[src/include/dtc_map.svh]
// register offsets, field positions and reset values for the dual timer block
`ifndef DTC_MAP_SVH
`define DTC_MAP_SVH
`define DTC_IDX_CTRL 8'h88
`define DTC_IDX_MODE 8'h89
`define DTC_IDX_A_LO 8'h8a
`define DTC_IDX_B_LO 8'h8b
`define DTC_IDX_A_HI 8'h8c
`define DTC_IDX_B_HI 8'h8d
`define DTC_IDX_IRQ_STAT 8'h90
`define DTC_IDX_IRQ_MASK 8'h91
`define DTC_IDX_VECTOR 8'h92
`define DTC_IDX_DIVIDE 8'h93
`define DTC_CTRL_B_OVF 7
`define DTC_CTRL_B_RUN 6
`define DTC_CTRL_A_OVF 5
`define DTC_CTRL_A_RUN 4
`define DTC_CTRL_XB_FLAG 3
`define DTC_CTRL_XB_TYPE 2
`define DTC_CTRL_XA_FLAG 1
`define DTC_CTRL_XA_TYPE 0
`define DTC_MODE_A_GATE 3
`define DTC_MODE_A_PIN 2
`define DTC_MODE_B_GATE 7
`define DTC_MODE_B_PIN 6
`define DTC_RESET_BYTE 8'h00
`define DTC_RESET_DIVIDE 8'h0b
`endif

[src/include/dtc_pkg.sv]
// types shared by the dual timer block
package dtc_pkg;
	typedef enum logic [1:0] {
		DTC_MODE_13BIT = 2'b00,
		DTC_MODE_16BIT = 2'b01,
		DTC_MODE_RELOAD = 2'b10,
		DTC_MODE_SPLIT = 2'b11
	} dtc_mode_t;
	typedef enum logic [1:0] {
		DTC_APB_IDLE = 2'b00,
		DTC_APB_SETUP = 2'b01,
		DTC_APB_ACCESS = 2'b10
	} dtc_apb_state_t;
endpackage

[src/dtc_timer.sv]
// dual 16-bit timer/counter with external interrupt flags behind an apb slave
//
// Chosen here: the APB slave port.
`include "dtc_map.svh"
`timescale 1ns/1ps
`default_nettype none
// Functional notes
// [RQ1] overflow sets flag; vector acknowledge clears it
// [RQ2] run bit starts and stops each timer
// [RQ3] falling edge mode flags high-then-low samples
// [RQ4] low level mode flag follows inverted pin
// [RQ5] type bit chooses edge or level trigger
// [RQ6] gate bit requires ext pin high too
// [RQ7] select bit picks pin or machine cycle
// [RQ8] mode 0 13-bit, mode 1 16-bit
// [RQ9] mode 2 low byte reloads from high
// [RQ10] split mode: low byte uses timer a controls
// [RQ11] split mode: high byte uses timer b run/flag
// [RQ12] timer b mode 3 holds its count
// [RQ13] count bytes reset zero, software readable writable
// [RQ14] machine cycle is clock divided by setting plus one
// [RQ15] counter mode counts sampled falling pin edges
// [RQ16] timer mode counts one per machine cycle
module dtc_timer
	import dtc_pkg::*;
(
	input wire logic pclk,
	input wire logic presetn,
	input wire logic psel,
	input wire logic penable,
	input wire logic pwrite,
	input wire logic [11:0] paddr,
	input wire logic [31:0] pwdata,
	input wire logic [3:0] pstrb,
	output logic [31:0] prdata,
	output logic pready,
	output logic pslverr,
	input wire logic ext_irq_a_pin,
	input wire logic ext_irq_b_pin,
	input wire logic count_input_a_pin,
	input wire logic count_input_b_pin,
	output logic irq
);
	logic [3:0] sync1_ff, sync2_ff, prev_ff;
	logic [7:0] ctrl_ff, mode_ff, a_lo_ff, a_hi_ff, b_lo_ff, b_hi_ff;
	logic [7:0] stat_ff, mask_ff, div_ff, divcnt_ff, prdata_ff;
	logic [7:0] nxt_ctrl, nxt_a_lo, nxt_a_hi, nxt_b_lo, nxt_b_hi, nxt_stat;
	// pins: 0 ext a, 1 ext b, 2 count a, 3 count b
	wire [3:0] pins = {count_input_b_pin, count_input_a_pin, ext_irq_b_pin, ext_irq_a_pin};
	always_ff @(posedge pclk or negedge presetn) begin
		if (!presetn) begin
			sync1_ff <= 4'hf;
			sync2_ff <= 4'hf;
		end else begin
			sync1_ff <= pins;
			sync2_ff <= sync1_ff;
		end
	end
	// machine cycle tick
	wire tick = (divcnt_ff == 8'h00); // RQ14
	always_ff @(posedge pclk or negedge presetn) begin
		if (!presetn) begin
			divcnt_ff <= 8'h00;
			prev_ff <= 4'hf;
		end else begin
			divcnt_ff <= tick ? div_ff : divcnt_ff - 8'h01; // RQ14
			if (tick)
				prev_ff <= sync2_ff;
		end
	end
	wire [3:0] fall = prev_ff & ~sync2_ff;
	// apb decode
	wire [7:0] idx = paddr[9:2];
	wire acc = psel && penable;
	wire hit_ctrl = idx == `DTC_IDX_CTRL;
	wire hit_mode = idx == `DTC_IDX_MODE;
	wire hit_alo = idx == `DTC_IDX_A_LO;
	wire hit_blo = idx == `DTC_IDX_B_LO;
	wire hit_ahi = idx == `DTC_IDX_A_HI;
	wire hit_bhi = idx == `DTC_IDX_B_HI;
	wire hit_stat = idx == `DTC_IDX_IRQ_STAT;
	wire hit_mask = idx == `DTC_IDX_IRQ_MASK;
	wire hit_vec = idx == `DTC_IDX_VECTOR;
	wire hit_div = idx == `DTC_IDX_DIVIDE;
	wire mapped = (paddr[1:0] == 2'b00) && (paddr[11:10] == 2'b00) && (hit_ctrl || hit_mode || hit_alo ||
		hit_blo || hit_ahi || hit_bhi || hit_stat || hit_mask || hit_vec || hit_div);
	// writes to unmapped or misaligned words are dropped
	wire wr = acc && pwrite && pstrb[0] && mapped;
	assign pready = 1'b1;
	assign pslverr = acc && !mapped;
	assign prdata = {24'h000000, prdata_ff};
	wire [7:0] rd_mux = hit_ctrl ? ctrl_ff : hit_mode ? mode_ff : hit_alo ? a_lo_ff : hit_blo ? b_lo_ff :
		hit_ahi ? a_hi_ff : hit_bhi ? b_hi_ff : hit_stat ? stat_ff : hit_mask ? mask_ff :
		hit_div ? div_ff : 8'h00;
	// acknowledge strobes: 0 ext a, 1 timer a, 2 ext b, 3 timer b
	wire [3:0] ack = (wr && hit_vec && mapped) ? pwdata[3:0] : 4'h0;
	// enables and count events
	dtc_mode_t mode_a, mode_b;
	assign mode_a = dtc_mode_t'(mode_ff[1:0]);
	assign mode_b = dtc_mode_t'(mode_ff[5:4]);
	wire split = mode_a == DTC_MODE_SPLIT;
	wire run_a = ctrl_ff[`DTC_CTRL_A_RUN] && (!mode_ff[`DTC_MODE_A_GATE] || sync2_ff[0]); // RQ2 RQ6
	wire run_b = ctrl_ff[`DTC_CTRL_B_RUN] && (!mode_ff[`DTC_MODE_B_GATE] || sync2_ff[1]) &&
		mode_b != DTC_MODE_SPLIT; // RQ2 RQ6 RQ12
	wire ev_a = run_a && (mode_ff[`DTC_MODE_A_PIN] ? (tick && fall[2]) : tick); // RQ7 RQ15 RQ16
	wire ev_b = run_b && (mode_ff[`DTC_MODE_B_PIN] ? (tick && fall[3]) : tick); // RQ7 RQ15 RQ16
	wire ev_ah = ctrl_ff[`DTC_CTRL_B_RUN] && tick; // RQ11
	logic ovf_a, ovf_b, ovf_ah;
	// one timer step; returns {overflow, hi, lo}
	function automatic logic [16:0] dtc_step(input dtc_mode_t m, input logic [7:0] hi, input logic [7:0] lo);
		logic [16:0] r;
		r = {1'b0, hi, lo};
		case (m)
			DTC_MODE_13BIT: begin
				if (lo[4:0] == 5'h1f) // RQ8
					r = {hi == 8'hff, hi + 8'h01, lo[7:5], 5'h00};
				else
					r = {1'b0, hi, lo[7:5], lo[4:0] + 5'h01};
			end
			DTC_MODE_16BIT: r = {1'b0, hi, lo} + 17'h00001; // RQ8
			DTC_MODE_RELOAD: r = (lo == 8'hff) ? {1'b1, hi, hi} : {1'b0, hi, lo + 8'h01}; // RQ9
			DTC_MODE_SPLIT: r = {lo == 8'hff, hi, lo + 8'h01}; // RQ10
			default: r = {1'b0, hi, lo};
		endcase
		return r;
	endfunction
	logic [16:0] step_a, step_b;
	assign step_a = dtc_step(mode_a, a_hi_ff, a_lo_ff);
	assign step_b = dtc_step(mode_b, b_hi_ff, b_lo_ff);
	always_comb begin
		nxt_a_lo = a_lo_ff;
		nxt_a_hi = a_hi_ff;
		nxt_b_lo = b_lo_ff;
		nxt_b_hi = b_hi_ff;
		ovf_a = 1'b0;
		ovf_b = 1'b0;
		ovf_ah = 1'b0;
		if (ev_a) begin
			ovf_a = step_a[16]; // RQ1
			nxt_a_lo = step_a[7:0];
			if (!split)
				nxt_a_hi = step_a[15:8];
		end
		if (split && ev_ah) begin
			ovf_ah = a_hi_ff == 8'hff; // RQ11
			nxt_a_hi = a_hi_ff + 8'h01;
		end
		if (ev_b) begin
			ovf_b = step_b[16]; // RQ1
			nxt_b_lo = step_b[7:0];
			nxt_b_hi = step_b[15:8];
		end
		if (wr && hit_alo)
			nxt_a_lo = pwdata[7:0]; // RQ13
		if (wr && hit_ahi)
			nxt_a_hi = pwdata[7:0]; // RQ13
		if (wr && hit_blo)
			nxt_b_lo = pwdata[7:0]; // RQ13
		if (wr && hit_bhi)
			nxt_b_hi = pwdata[7:0]; // RQ13
	end
	wire set_ta = ovf_a;
	wire set_tb = split ? ovf_ah : ovf_b; // RQ11
	wire set_xa = tick && fall[0];
	wire set_xb = tick && fall[1];
	always_comb begin
		nxt_ctrl = ctrl_ff;
		if (wr && hit_ctrl)
			nxt_ctrl = pwdata[7:0];
		if (ack[1])
			nxt_ctrl[`DTC_CTRL_A_OVF] = 1'b0; // RQ1
		if (ack[3])
			nxt_ctrl[`DTC_CTRL_B_OVF] = 1'b0; // RQ1
		if (ack[0])
			nxt_ctrl[`DTC_CTRL_XA_FLAG] = 1'b0; // RQ3
		if (ack[2])
			nxt_ctrl[`DTC_CTRL_XB_FLAG] = 1'b0; // RQ3
		if (set_ta)
			nxt_ctrl[`DTC_CTRL_A_OVF] = 1'b1; // RQ1
		if (set_tb)
			nxt_ctrl[`DTC_CTRL_B_OVF] = 1'b1; // RQ1
		if (ctrl_ff[`DTC_CTRL_XA_TYPE]) begin // RQ5
			if (set_xa)
				nxt_ctrl[`DTC_CTRL_XA_FLAG] = 1'b1; // RQ3
		end else if (tick) begin
			nxt_ctrl[`DTC_CTRL_XA_FLAG] = !sync2_ff[0]; // RQ4
		end
		if (ctrl_ff[`DTC_CTRL_XB_TYPE]) begin // RQ5
			if (set_xb)
				nxt_ctrl[`DTC_CTRL_XB_FLAG] = 1'b1; // RQ3
		end else if (tick) begin
			nxt_ctrl[`DTC_CTRL_XB_FLAG] = !sync2_ff[1]; // RQ4
		end
	end
	// sticky status: 0 ext a, 1 timer a, 2 ext b, 3 timer b
	wire [3:0] ev_set = {set_tb, set_xb && ctrl_ff[`DTC_CTRL_XB_TYPE], set_ta, set_xa && ctrl_ff[`DTC_CTRL_XA_TYPE]};
	wire [3:0] stat_clr = (wr && hit_stat) ? pwdata[3:0] : 4'h0;
	assign nxt_stat = {4'h0, (stat_ff[3:0] & ~stat_clr) | ev_set};
	assign irq = |(stat_ff & mask_ff);
	always_ff @(posedge pclk or negedge presetn) begin
		if (!presetn) begin
			ctrl_ff <= `DTC_RESET_BYTE;
			mode_ff <= `DTC_RESET_BYTE;
			a_lo_ff <= `DTC_RESET_BYTE;
			a_hi_ff <= `DTC_RESET_BYTE;
			b_lo_ff <= `DTC_RESET_BYTE;
			b_hi_ff <= `DTC_RESET_BYTE;
			stat_ff <= `DTC_RESET_BYTE;
			mask_ff <= `DTC_RESET_BYTE;
			div_ff <= `DTC_RESET_DIVIDE;
			prdata_ff <= `DTC_RESET_BYTE;
		end else begin
			ctrl_ff <= nxt_ctrl;
			a_lo_ff <= nxt_a_lo;
			a_hi_ff <= nxt_a_hi;
			b_lo_ff <= nxt_b_lo;
			b_hi_ff <= nxt_b_hi;
			stat_ff <= nxt_stat;
			if (wr && hit_mode)
				mode_ff <= pwdata[7:0];
			if (wr && hit_mask)
				mask_ff <= {4'h0, pwdata[3:0]};
			if (wr && hit_div)
				div_ff <= pwdata[7:0];
			if (psel && !penable && !pwrite)
				prdata_ff <= mapped ? rd_mux : 8'h00;
		end
	end
	property p_ack_clears_ta;
		@(posedge pclk) disable iff (!presetn)
		(ack[1] && !set_ta) |=> !ctrl_ff[`DTC_CTRL_A_OVF];
	endproperty
	a_ack_clears_ta: assert property (p_ack_clears_ta) else $error("timer a flag not cleared"); // RQ1
	property p_stop_holds;
		@(posedge pclk) disable iff (!presetn)
		(!ctrl_ff[`DTC_CTRL_A_RUN] && !split && !(wr && (hit_alo || hit_ahi))) |=> $stable(a_lo_ff);
	endproperty
	a_stop_holds: assert property (p_stop_holds) else $error("stopped timer a moved"); // RQ2
	property p_edge_sets;
		@(posedge pclk) disable iff (!presetn)
		(ctrl_ff[`DTC_CTRL_XA_TYPE] && set_xa) |=> ctrl_ff[`DTC_CTRL_XA_FLAG];
	endproperty
	a_edge_sets: assert property (p_edge_sets) else $error("edge flag missed"); // RQ3
	property p_level_follows;
		@(posedge pclk) disable iff (!presetn)
		(!ctrl_ff[`DTC_CTRL_XA_TYPE] && tick && !(wr && hit_ctrl)) |=> ctrl_ff[`DTC_CTRL_XA_FLAG] == !$past(sync2_ff[0]);
	endproperty
	a_level_follows: assert property (p_level_follows) else $error("level flag wrong"); // RQ4
	property p_gate_blocks;
		@(posedge pclk) disable iff (!presetn)
		(mode_ff[3] && !sync2_ff[0]) |-> !ev_a;
	endproperty
	a_gate_blocks: assert property (p_gate_blocks) else $error("gated timer counted"); // RQ6
	property p_reload;
		@(posedge pclk) disable iff (!presetn)
		(ev_a && mode_a == DTC_MODE_RELOAD && a_lo_ff == 8'hff && !wr) |=> a_lo_ff == a_hi_ff;
	endproperty
	a_reload: assert property (p_reload) else $error("reload wrong"); // RQ9
	property p_b_hold;
		@(posedge pclk) disable iff (!presetn)
		(mode_b == DTC_MODE_SPLIT && !(wr && (hit_blo || hit_bhi))) |=> $stable(b_lo_ff) && $stable(b_hi_ff);
	endproperty
	a_b_hold: assert property (p_b_hold) else $error("timer b ran in mode 3"); // RQ12
	property p_tick_period;
		@(posedge pclk) disable iff (!presetn)
		(tick && div_ff == 8'h02 && !(wr && hit_div)) |=> !tick ##1 !tick ##1 tick;
	endproperty
	a_tick_period: assert property (p_tick_period) else $error("machine cycle period wrong"); // RQ14
	property p_irq_level;
		@(posedge pclk) disable iff (!presetn)
		irq == |(stat_ff & mask_ff);
	endproperty
	a_irq_level: assert property (p_irq_level) else $error("irq mismatch");
	property p_ovf_sets_ta;
		@(posedge pclk) disable iff (!presetn)
		set_ta |=> ctrl_ff[`DTC_CTRL_A_OVF];
	endproperty
	a_ovf_sets_ta: assert property (p_ovf_sets_ta) else $error("timer a overflow flag not set"); // RQ1
	property p_count_16;
		@(posedge pclk) disable iff (!presetn)
		(ev_a && mode_a == DTC_MODE_16BIT && !wr) |=> {a_hi_ff, a_lo_ff} == $past({a_hi_ff, a_lo_ff}) + 16'h0001;
	endproperty
	a_count_16: assert property (p_count_16) else $error("16-bit count step wrong"); // RQ8 RQ16
	property p_prescale_carry;
		@(posedge pclk) disable iff (!presetn)
		(ev_a && mode_a == DTC_MODE_13BIT && a_lo_ff[4:0] == 5'h1f && !wr) |=>
			a_lo_ff[4:0] == 5'h00 && a_hi_ff == $past(a_hi_ff) + 8'h01;
	endproperty
	a_prescale_carry: assert property (p_prescale_carry) else $error("prescaler carry wrong"); // RQ8
	property p_split_high;
		@(posedge pclk) disable iff (!presetn)
		(split && ev_ah && a_hi_ff == 8'hff) |=> ctrl_ff[`DTC_CTRL_B_OVF];
	endproperty
	a_split_high: assert property (p_split_high) else $error("split high byte flag missed"); // RQ11
	property p_ext_ack;
		@(posedge pclk) disable iff (!presetn)
		(ack[0] && ctrl_ff[`DTC_CTRL_XA_TYPE] && !set_xa) |=> !ctrl_ff[`DTC_CTRL_XA_FLAG];
	endproperty
	a_ext_ack: assert property (p_ext_ack) else $error("edge flag not cleared"); // RQ3
	property p_count_src;
		@(posedge pclk) disable iff (!presetn)
		(mode_ff[`DTC_MODE_A_PIN] && !(tick && fall[2])) |-> !ev_a;
	endproperty
	a_count_src: assert property (p_count_src) else $error("counter moved without pin edge"); // RQ7 RQ15
	c_ovf_a: cover property (@(posedge pclk) disable iff (!presetn) set_ta);
	c_split_b: cover property (@(posedge pclk) disable iff (!presetn) split && ovf_ah);
	c_edge: cover property (@(posedge pclk) disable iff (!presetn) set_xa);
	c_irq: cover property (@(posedge pclk) disable iff (!presetn) irq);
	c_reload: cover property (@(posedge pclk) disable iff (!presetn) ev_a && mode_a == DTC_MODE_RELOAD && a_lo_ff == 8'hff);
endmodule
`default_nettype wire
[config.mk]
export PLATFORM = sky130hd
export DESIGN_NAME = dtc_timer
export DESIGN_NICKNAME = d
export VERILOG_FILES = /design/src/include/dtc_pkg.sv /design/src/dtc_timer.sv
export VERILOG_INCLUDE_DIRS = /design/src /design/src/include
export SDC_FILE = /design/constraint.sdc
export NUM_CORES = 1
export LEC_CHECK = 0
export BUFFER_PORTS_ARGS = -buffer_cell sky130_fd_sc_hd__buf_4
export CORE_ASPECT_RATIO = 1.4
export CORE_UTILIZATION = 58
export CTS_CLUSTER_DIAMETER = 30
export DETAILED_ROUTE_END_ITERATION = 10
export HOLD_SLACK_MARGIN = 0.15
export MAX_ROUTING_LAYER = met4
export PLACE_DENSITY = 0.9
export SYNTH_ARGS = -nofsm -noshare
export SYNTH_HDL_FRONTEND = slang
export SYNTH_SLANG_ARGS = --single-unit
[constraint.sdc]
create_clock -name pclk -period 2.9 [get_ports pclk]
set_input_delay 0.29 -clock pclk [delete_from_list [all_inputs] [get_ports pclk]]
set_output_delay 0.29 -clock pclk [all_outputs]
set_load 0.05 [all_outputs]
Word level (Yosys, flattened, before mapping)
Cells that the tools add are included.
- register bits after elaboration: 92
- output and inout bits: 35
- logic and storage cells: 180
- add/subtract/negate cells: 9
- equality and inequality tests: 31
- mux-type cells: 48
- bitwise logic cells: 6
- reduce and logical (&&, ||, !) cells: 67
- operator list (cell ; number):
    2-to-1 mux 8 bit ; 22
    case mux 17 bit (4 select lines) ; 2
    == test 8 bit, second input constant ; 14
    2-to-1 mux 17 bit ; 4
    adder 16 x 1 -> 17 bit, second input constant ; 2
    logical AND 1 bit ; 33
    adder 8 x 1 -> 8 bit, second input constant ; 4
    2-to-1 mux 1 bit ; 18
    bitwise AND 4 bit ; 3
    logical OR 1 bit ; 11
    adder 5 x 1 -> 5 bit, second input constant ; 2
    == test 5 bit, second input constant ; 2
    inequality test 2 bit, second input constant ; 5
    nonzero test 3 bit ; 3
    == test 2 bit, second input constant ; 4
    zero test 2 bit ; 4
    zero test 8 bit ; 1
    2-to-1 mux 4 bit ; 2
    NOT 4 bit ; 2
    AND reduction 4 bit ; 2
    OR reduction 8 bit ; 1
    subtractor 8 x 1 -> 8 bit, second input constant ; 1
    zero test 1 bit ; 7
    inequality test 3 bit, second input constant ; 2
    other kinds (6) ; 10

Longest topological paths before layout
- depth in word-level cells: 18
- gate-level depth with buffers: 9

Least setup slack after synthesis
OpenSTA, ideal clock, no wires.
- kind: reg2reg
- from: reg b_lo_ff[0]
- to: reg b_hi_ff[6]
- arrival: 2.273 ns
- required time: 2.805 ns
- setup slack: 0.531 ns
- cell stages (with the launch flop): 9
- path buffers: 0
- period minus slack after synthesis: 2.369 ns
- cells stage by stage: dfrtp_1 > ha_1 > and3_1 > ha_1 > nor3b_1 > a31oi_1 > nor4_2 > a41oi_1 > o31ai_1
- word-level cells in the longest chain between the ends: 4
- elaborated cells between the ends (all ways): 7
- those cells by class: add/sub: 1; eq/ne: 2; mux: 3; reduce/logical: 1
- ends and longest elaborated chain (item ; line ; text):
    start: declaration ; dtc_timer.sv:45 ; logic [7:0] ctrl_ff, mode_ff, a_lo_ff, a_hi_ff, b_lo_ff, b_hi_ff;
    start signal: assignment ; dtc_timer.sv:206 ; b_lo_ff <= `DTC_RESET_BYTE;
    start signal: assignment ; dtc_timer.sv:216 ; b_lo_ff <= nxt_b_lo;
    adder 16 x 1 -> 17 bit ; dtc_timer.sv:120 ; DTC_MODE_16BIT: r = {1'b0, hi, lo} + 17'h00001;
    case mux 17 bit (4 select lines) ; dtc_timer.sv:113 ; case (m)
    2-to-1 mux 8 bit ; dtc_timer.sv:148 ; if (ev_b) begin
    2-to-1 mux 8 bit ; dtc_timer.sv:159 ; if (wr && hit_bhi)
    end signal: assignment ; dtc_timer.sv:207 ; b_hi_ff <= `DTC_RESET_BYTE;
    end signal: assignment ; dtc_timer.sv:217 ; b_hi_ff <= nxt_b_hi;
    end: declaration ; dtc_timer.sv:45 ;
Several ways; a longest one is shown, not always the timed one. The select of a mux whose other input is x is not followed.
A chain may end at the register's enable or synchronous reset.

Final worst setup path
- from: reg divcnt_ff[0]
- to: reg b_hi_ff[7]
- word-level cells in the longest chain between the ends: 6
- ends and longest elaborated chain (item ; line ; text):
    start: declaration ; dtc_timer.sv:46 ; logic [7:0] stat_ff, mask_ff, div_ff, divcnt_ff, prdata_ff;
    start signal: assignment ; dtc_timer.sv:66 ; divcnt_ff <= tick ? div_ff : divcnt_ff - 8'h01;
    zero test 8 bit * ; dtc_timer.sv:60 ; wire tick = (divcnt_ff == 8'h00);
    logical AND 1 bit ; dtc_timer.sv:106 ; wire ev_b = run_b && (mode_ff[`DTC_MODE_B_PIN] ? (tick && fall[3]) : tick);
    2-to-1 mux 1 bit * ; dtc_timer.sv:106 ;
    logical AND 1 bit * ; dtc_timer.sv:106 ;
    nonzero test 2 bit (no source line) * ; n/a ;
    AND reduction 4 bit (no source line) * ; n/a ;
Mark *: on every way between the ends. The rest lies on a longest branch, timed or not.

==> impl_metrics.tcl <==
set metrics [dict create \
    fin_nets 793 \
    crit_fanout 5 \
    clkLatencyLatePin_ns 0.35 \
    async_reset_ff_frac 1.00 \
    drc_errors 0 \
    path_cells "inv_1 > ha_1 > nor3b_2 > nand4_1 > or4_1 > or4_1 > a31oi_1" \
    status "finished, final reports clean" \
    cts_buffers 9 \
    antenna_found_initial 0 \
    via_per_inst 6.68 \
    dr.pass1.iters 5 \
    core_area_mm2 0.0103 \
    dp.final_hpwl_um 13600 \
    cts-root-buf "clkbuf_16" \
    portBuffers 39 \
    cpLargestDelayFamily "simple AND/OR/NAND/NOR gates" \
    syn_inst 701 \
    synthFlopType "dfrtp_1" \
    overflow 0 \
    seq_area_mm2 0.00232 \
    start_util 0.595 \
    ys_seq_elements 92 \
    rsz0062_at_grt "no" \
    critical_path_buf_inv_count 1 \
    drt_wl_total_um 18600 \
    post_route_cells_drive_above_1_share 0.191 \
    synth_top_cell_by_area "dfrtp_1" \
    cts.path.max_buffers 2 \
    ant_nets 0 \
    ctsResizeCount 0 \
    setup-tns-final_ns 0 \
    arrival_ns 2.84 \
    timing.fmax_ghz 0.389 \
    path_clk_slew_ns 0.07 \
    synthTopCellsByCount "dfrtp_1, nand2_1, o21ai_0, nor2_1, mux2_2" \
    worstSetupPathType "reg2reg" \
    cts_tree "done" \
    clock-sinks 92 \
    preCtsSetupSlack_ns 0.345 \
    synthMostInstantiatedCell "dfrtp_1" \
    grt_pass1_vias 5360 \
    worst_pin_slew_ns 0.767 \
    setup-violations-final 0 \
    drt-wirelength-per-cell_um 21.4 \
    finalHoldViolations 0 \
    crit_slowest_cell "or4_1" \
    grt_max_degree 48 \
    die_w_um 89.1 \
    ys_types 78 \
    final.setup.worst_slack_ns 0.328 \
    cpMostUsedCell "or4_1" \
    multi_input_area_mm2 0.00349 \
    fp.dieArea_mm2 0.0110 \
    power_density_mw_per_mm2 474 \
    fill_cells 873 \
    skew_ns 0.00829 \
    worstSetupStartpointType "flip-flop" \
    maxSlewHeadroom 0.484 \
    dr_total_vias 5825 \
    hold_start "pwdata[5]" \
    hold_path_class "in2reg" \
    final_core_util 0.659 \
    period_share 0.887 \
    syn_area_mm2 0.00616 \
    grt_first_pass_wirelength_um 28700 \
    synth_top_cells_by_area "dfrtp_1, mux2_2, dfstp_2" \
    reg2reg_from "divcnt_ff[0]" \
    slew_viol_final 0 \
    antenna_cells 0 \
    yosysTopAreaCellShare 0.313 \
    row_count 44 \
    gp_congestion 0.986 \
    ios 92 \
    grtUsageTotal 0.363 \
    htree_levels 3 \
    cp_data_required_time_ns 3.17 \
    yosysWarnings 0 \
    peakVddDrop_v 0.000277 \
    synth_area_per_cell_um2 8.78 \
    synth_edf_count 0 \
    syn2layout_area_growth_pct 10.7 \
    cp_slowest_stage_delay_ns 0.62 \
    drv_cap 0 \
    seq_area_frac_synth 0.377 \
    setup.worst_path.start "divcnt_ff[0]" \
    p_leak_nw 2.81 \
    critPathCaptureType "flip-flop" \
    finalCriticalPeriod_ns 2.57 \
    drt_iter0_drc 592 \
    die_h_um 124 \
]
## routing by layer
layer | global-route usage | routed length [µm]
met1 | 0.433 | 7000
met2 | 0.565 | 9150
met3 | 0.0603 | 1310
met4 | 0.233 | 1160
met5 | - | 0
## metrics by stage
stage | power, mW | area, µm² | cells | hold slack, ns
final | 3.23 | 6820 | 872 | 0.258
after global routing | 3.35 | 6820 | 872 | 0.266
after CTS | 3.23 | 6820 | 872 | 0.246
after detailed placement | 2.05 | 6470 | 851 | 0.348
after global placement | 2.02 | 6470 | 851 | 0.343
after floorplan | 1.89 | 6240 | 724 | -0.00559
## final timing paths
check	endpoint	slack [ns]	cells past startpoint
min in group asynchronous	mask_ff[1]	0.51	2
worst min-delay path	a_lo_ff[5]	0.26	3
worst max register to register	b_hi_ff[7]	0.33	7
max in group asynchronous	b_hi_ff[5]	1.73	3
worst max-delay path	b_hi_ff[7]	0.33	7
worst min register to register	sync2_ff[3]	0.36	0
## worst min-delay path, stage by stage
cell and delay, ns:
buf_4 0.16, nand2_1 0.06, o31ai_1 0.06
## final cells by class
type / count / area share
Sequential cell: 92 / 0.340
Tap cell: 138 / 0.0253
Clock inverter: 5 / 0.00918
Timing Repair Buffer: 59 / 0.0686
Clock buffer: 11 / 0.0341
Multi-Input combinational cell: 549 / 0.512
Inverter: 18 / 0.00991
## report_power, final
part / total [mW] / internal (mW) / switching, mW
logic: 0.512 / 0.193 / 0.319
clock network: 1.20 / 0.674 / 0.522
registers: 1.52 / 1.42 / 0.107
total: 3.23 / 2.28 / 0.948
## kinds of logic (layout without fill, tap and decap cells)
logic type / count (synthesis) / in the layout / synth area share
AO/OA/AOI/OAI: 204 / 204 / 0.219
AND/OR/NAND/NOR: 259 / 259 / 0.222
flip-flops: 92 / 92 / 0.377
XOR/XNOR: 8 / 8 / 0.0114
adder cells (fa/ha/maj): 7 / 7 / 0.0142
other: 2 / 25 / 0.00122
buffers and inverters: 83 / 93 / 0.0699
multiplexers: 46 / 46 / 0.0856
## placed cells by master (no fill, tap or decap), types with 7 or more instances in the layout
| master | netlist | routed |
|---|---|---|
| nor2b_1 | 9 | 9 |
| nor2_1 | 53 | 53 |
| buf_4 | 25 | 53 |
| inv_1 | 18 | 18 |
| and3_1 | 15 | 15 |
| dfrtp_1 | 77 | 77 |
| a22oi_1 | 10 | 10 |
| nor3_1 | 18 | 18 |
| conb_1 | 2 | 25 |
| clkbuf_16 | 0 | 9 |
| nand3_1 | 28 | 28 |
| nand2b_1 | 10 | 10 |
| a31oi_1 | 18 | 18 |
| o31ai_1 | 9 | 9 |
| dfstp_2 | 15 | 15 |
| o21ai_0 | 63 | 63 |
| nand2_1 | 69 | 69 |
| mux2_2 | 37 | 37 |
| a211oi_1 | 10 | 10 |
| nand4_1 | 9 | 9 |
| ha_1 | 7 | 7 |
| a21oi_1 | 27 | 27 |
## repair_timing
item	CTS	global route
hold buffers	5	0
endpoints found under the hold margin	46	0
buffers inserted	0	0
endpoints found under the setup margin	0	0
No activity file was read; power rests on OpenSTA's default activity.
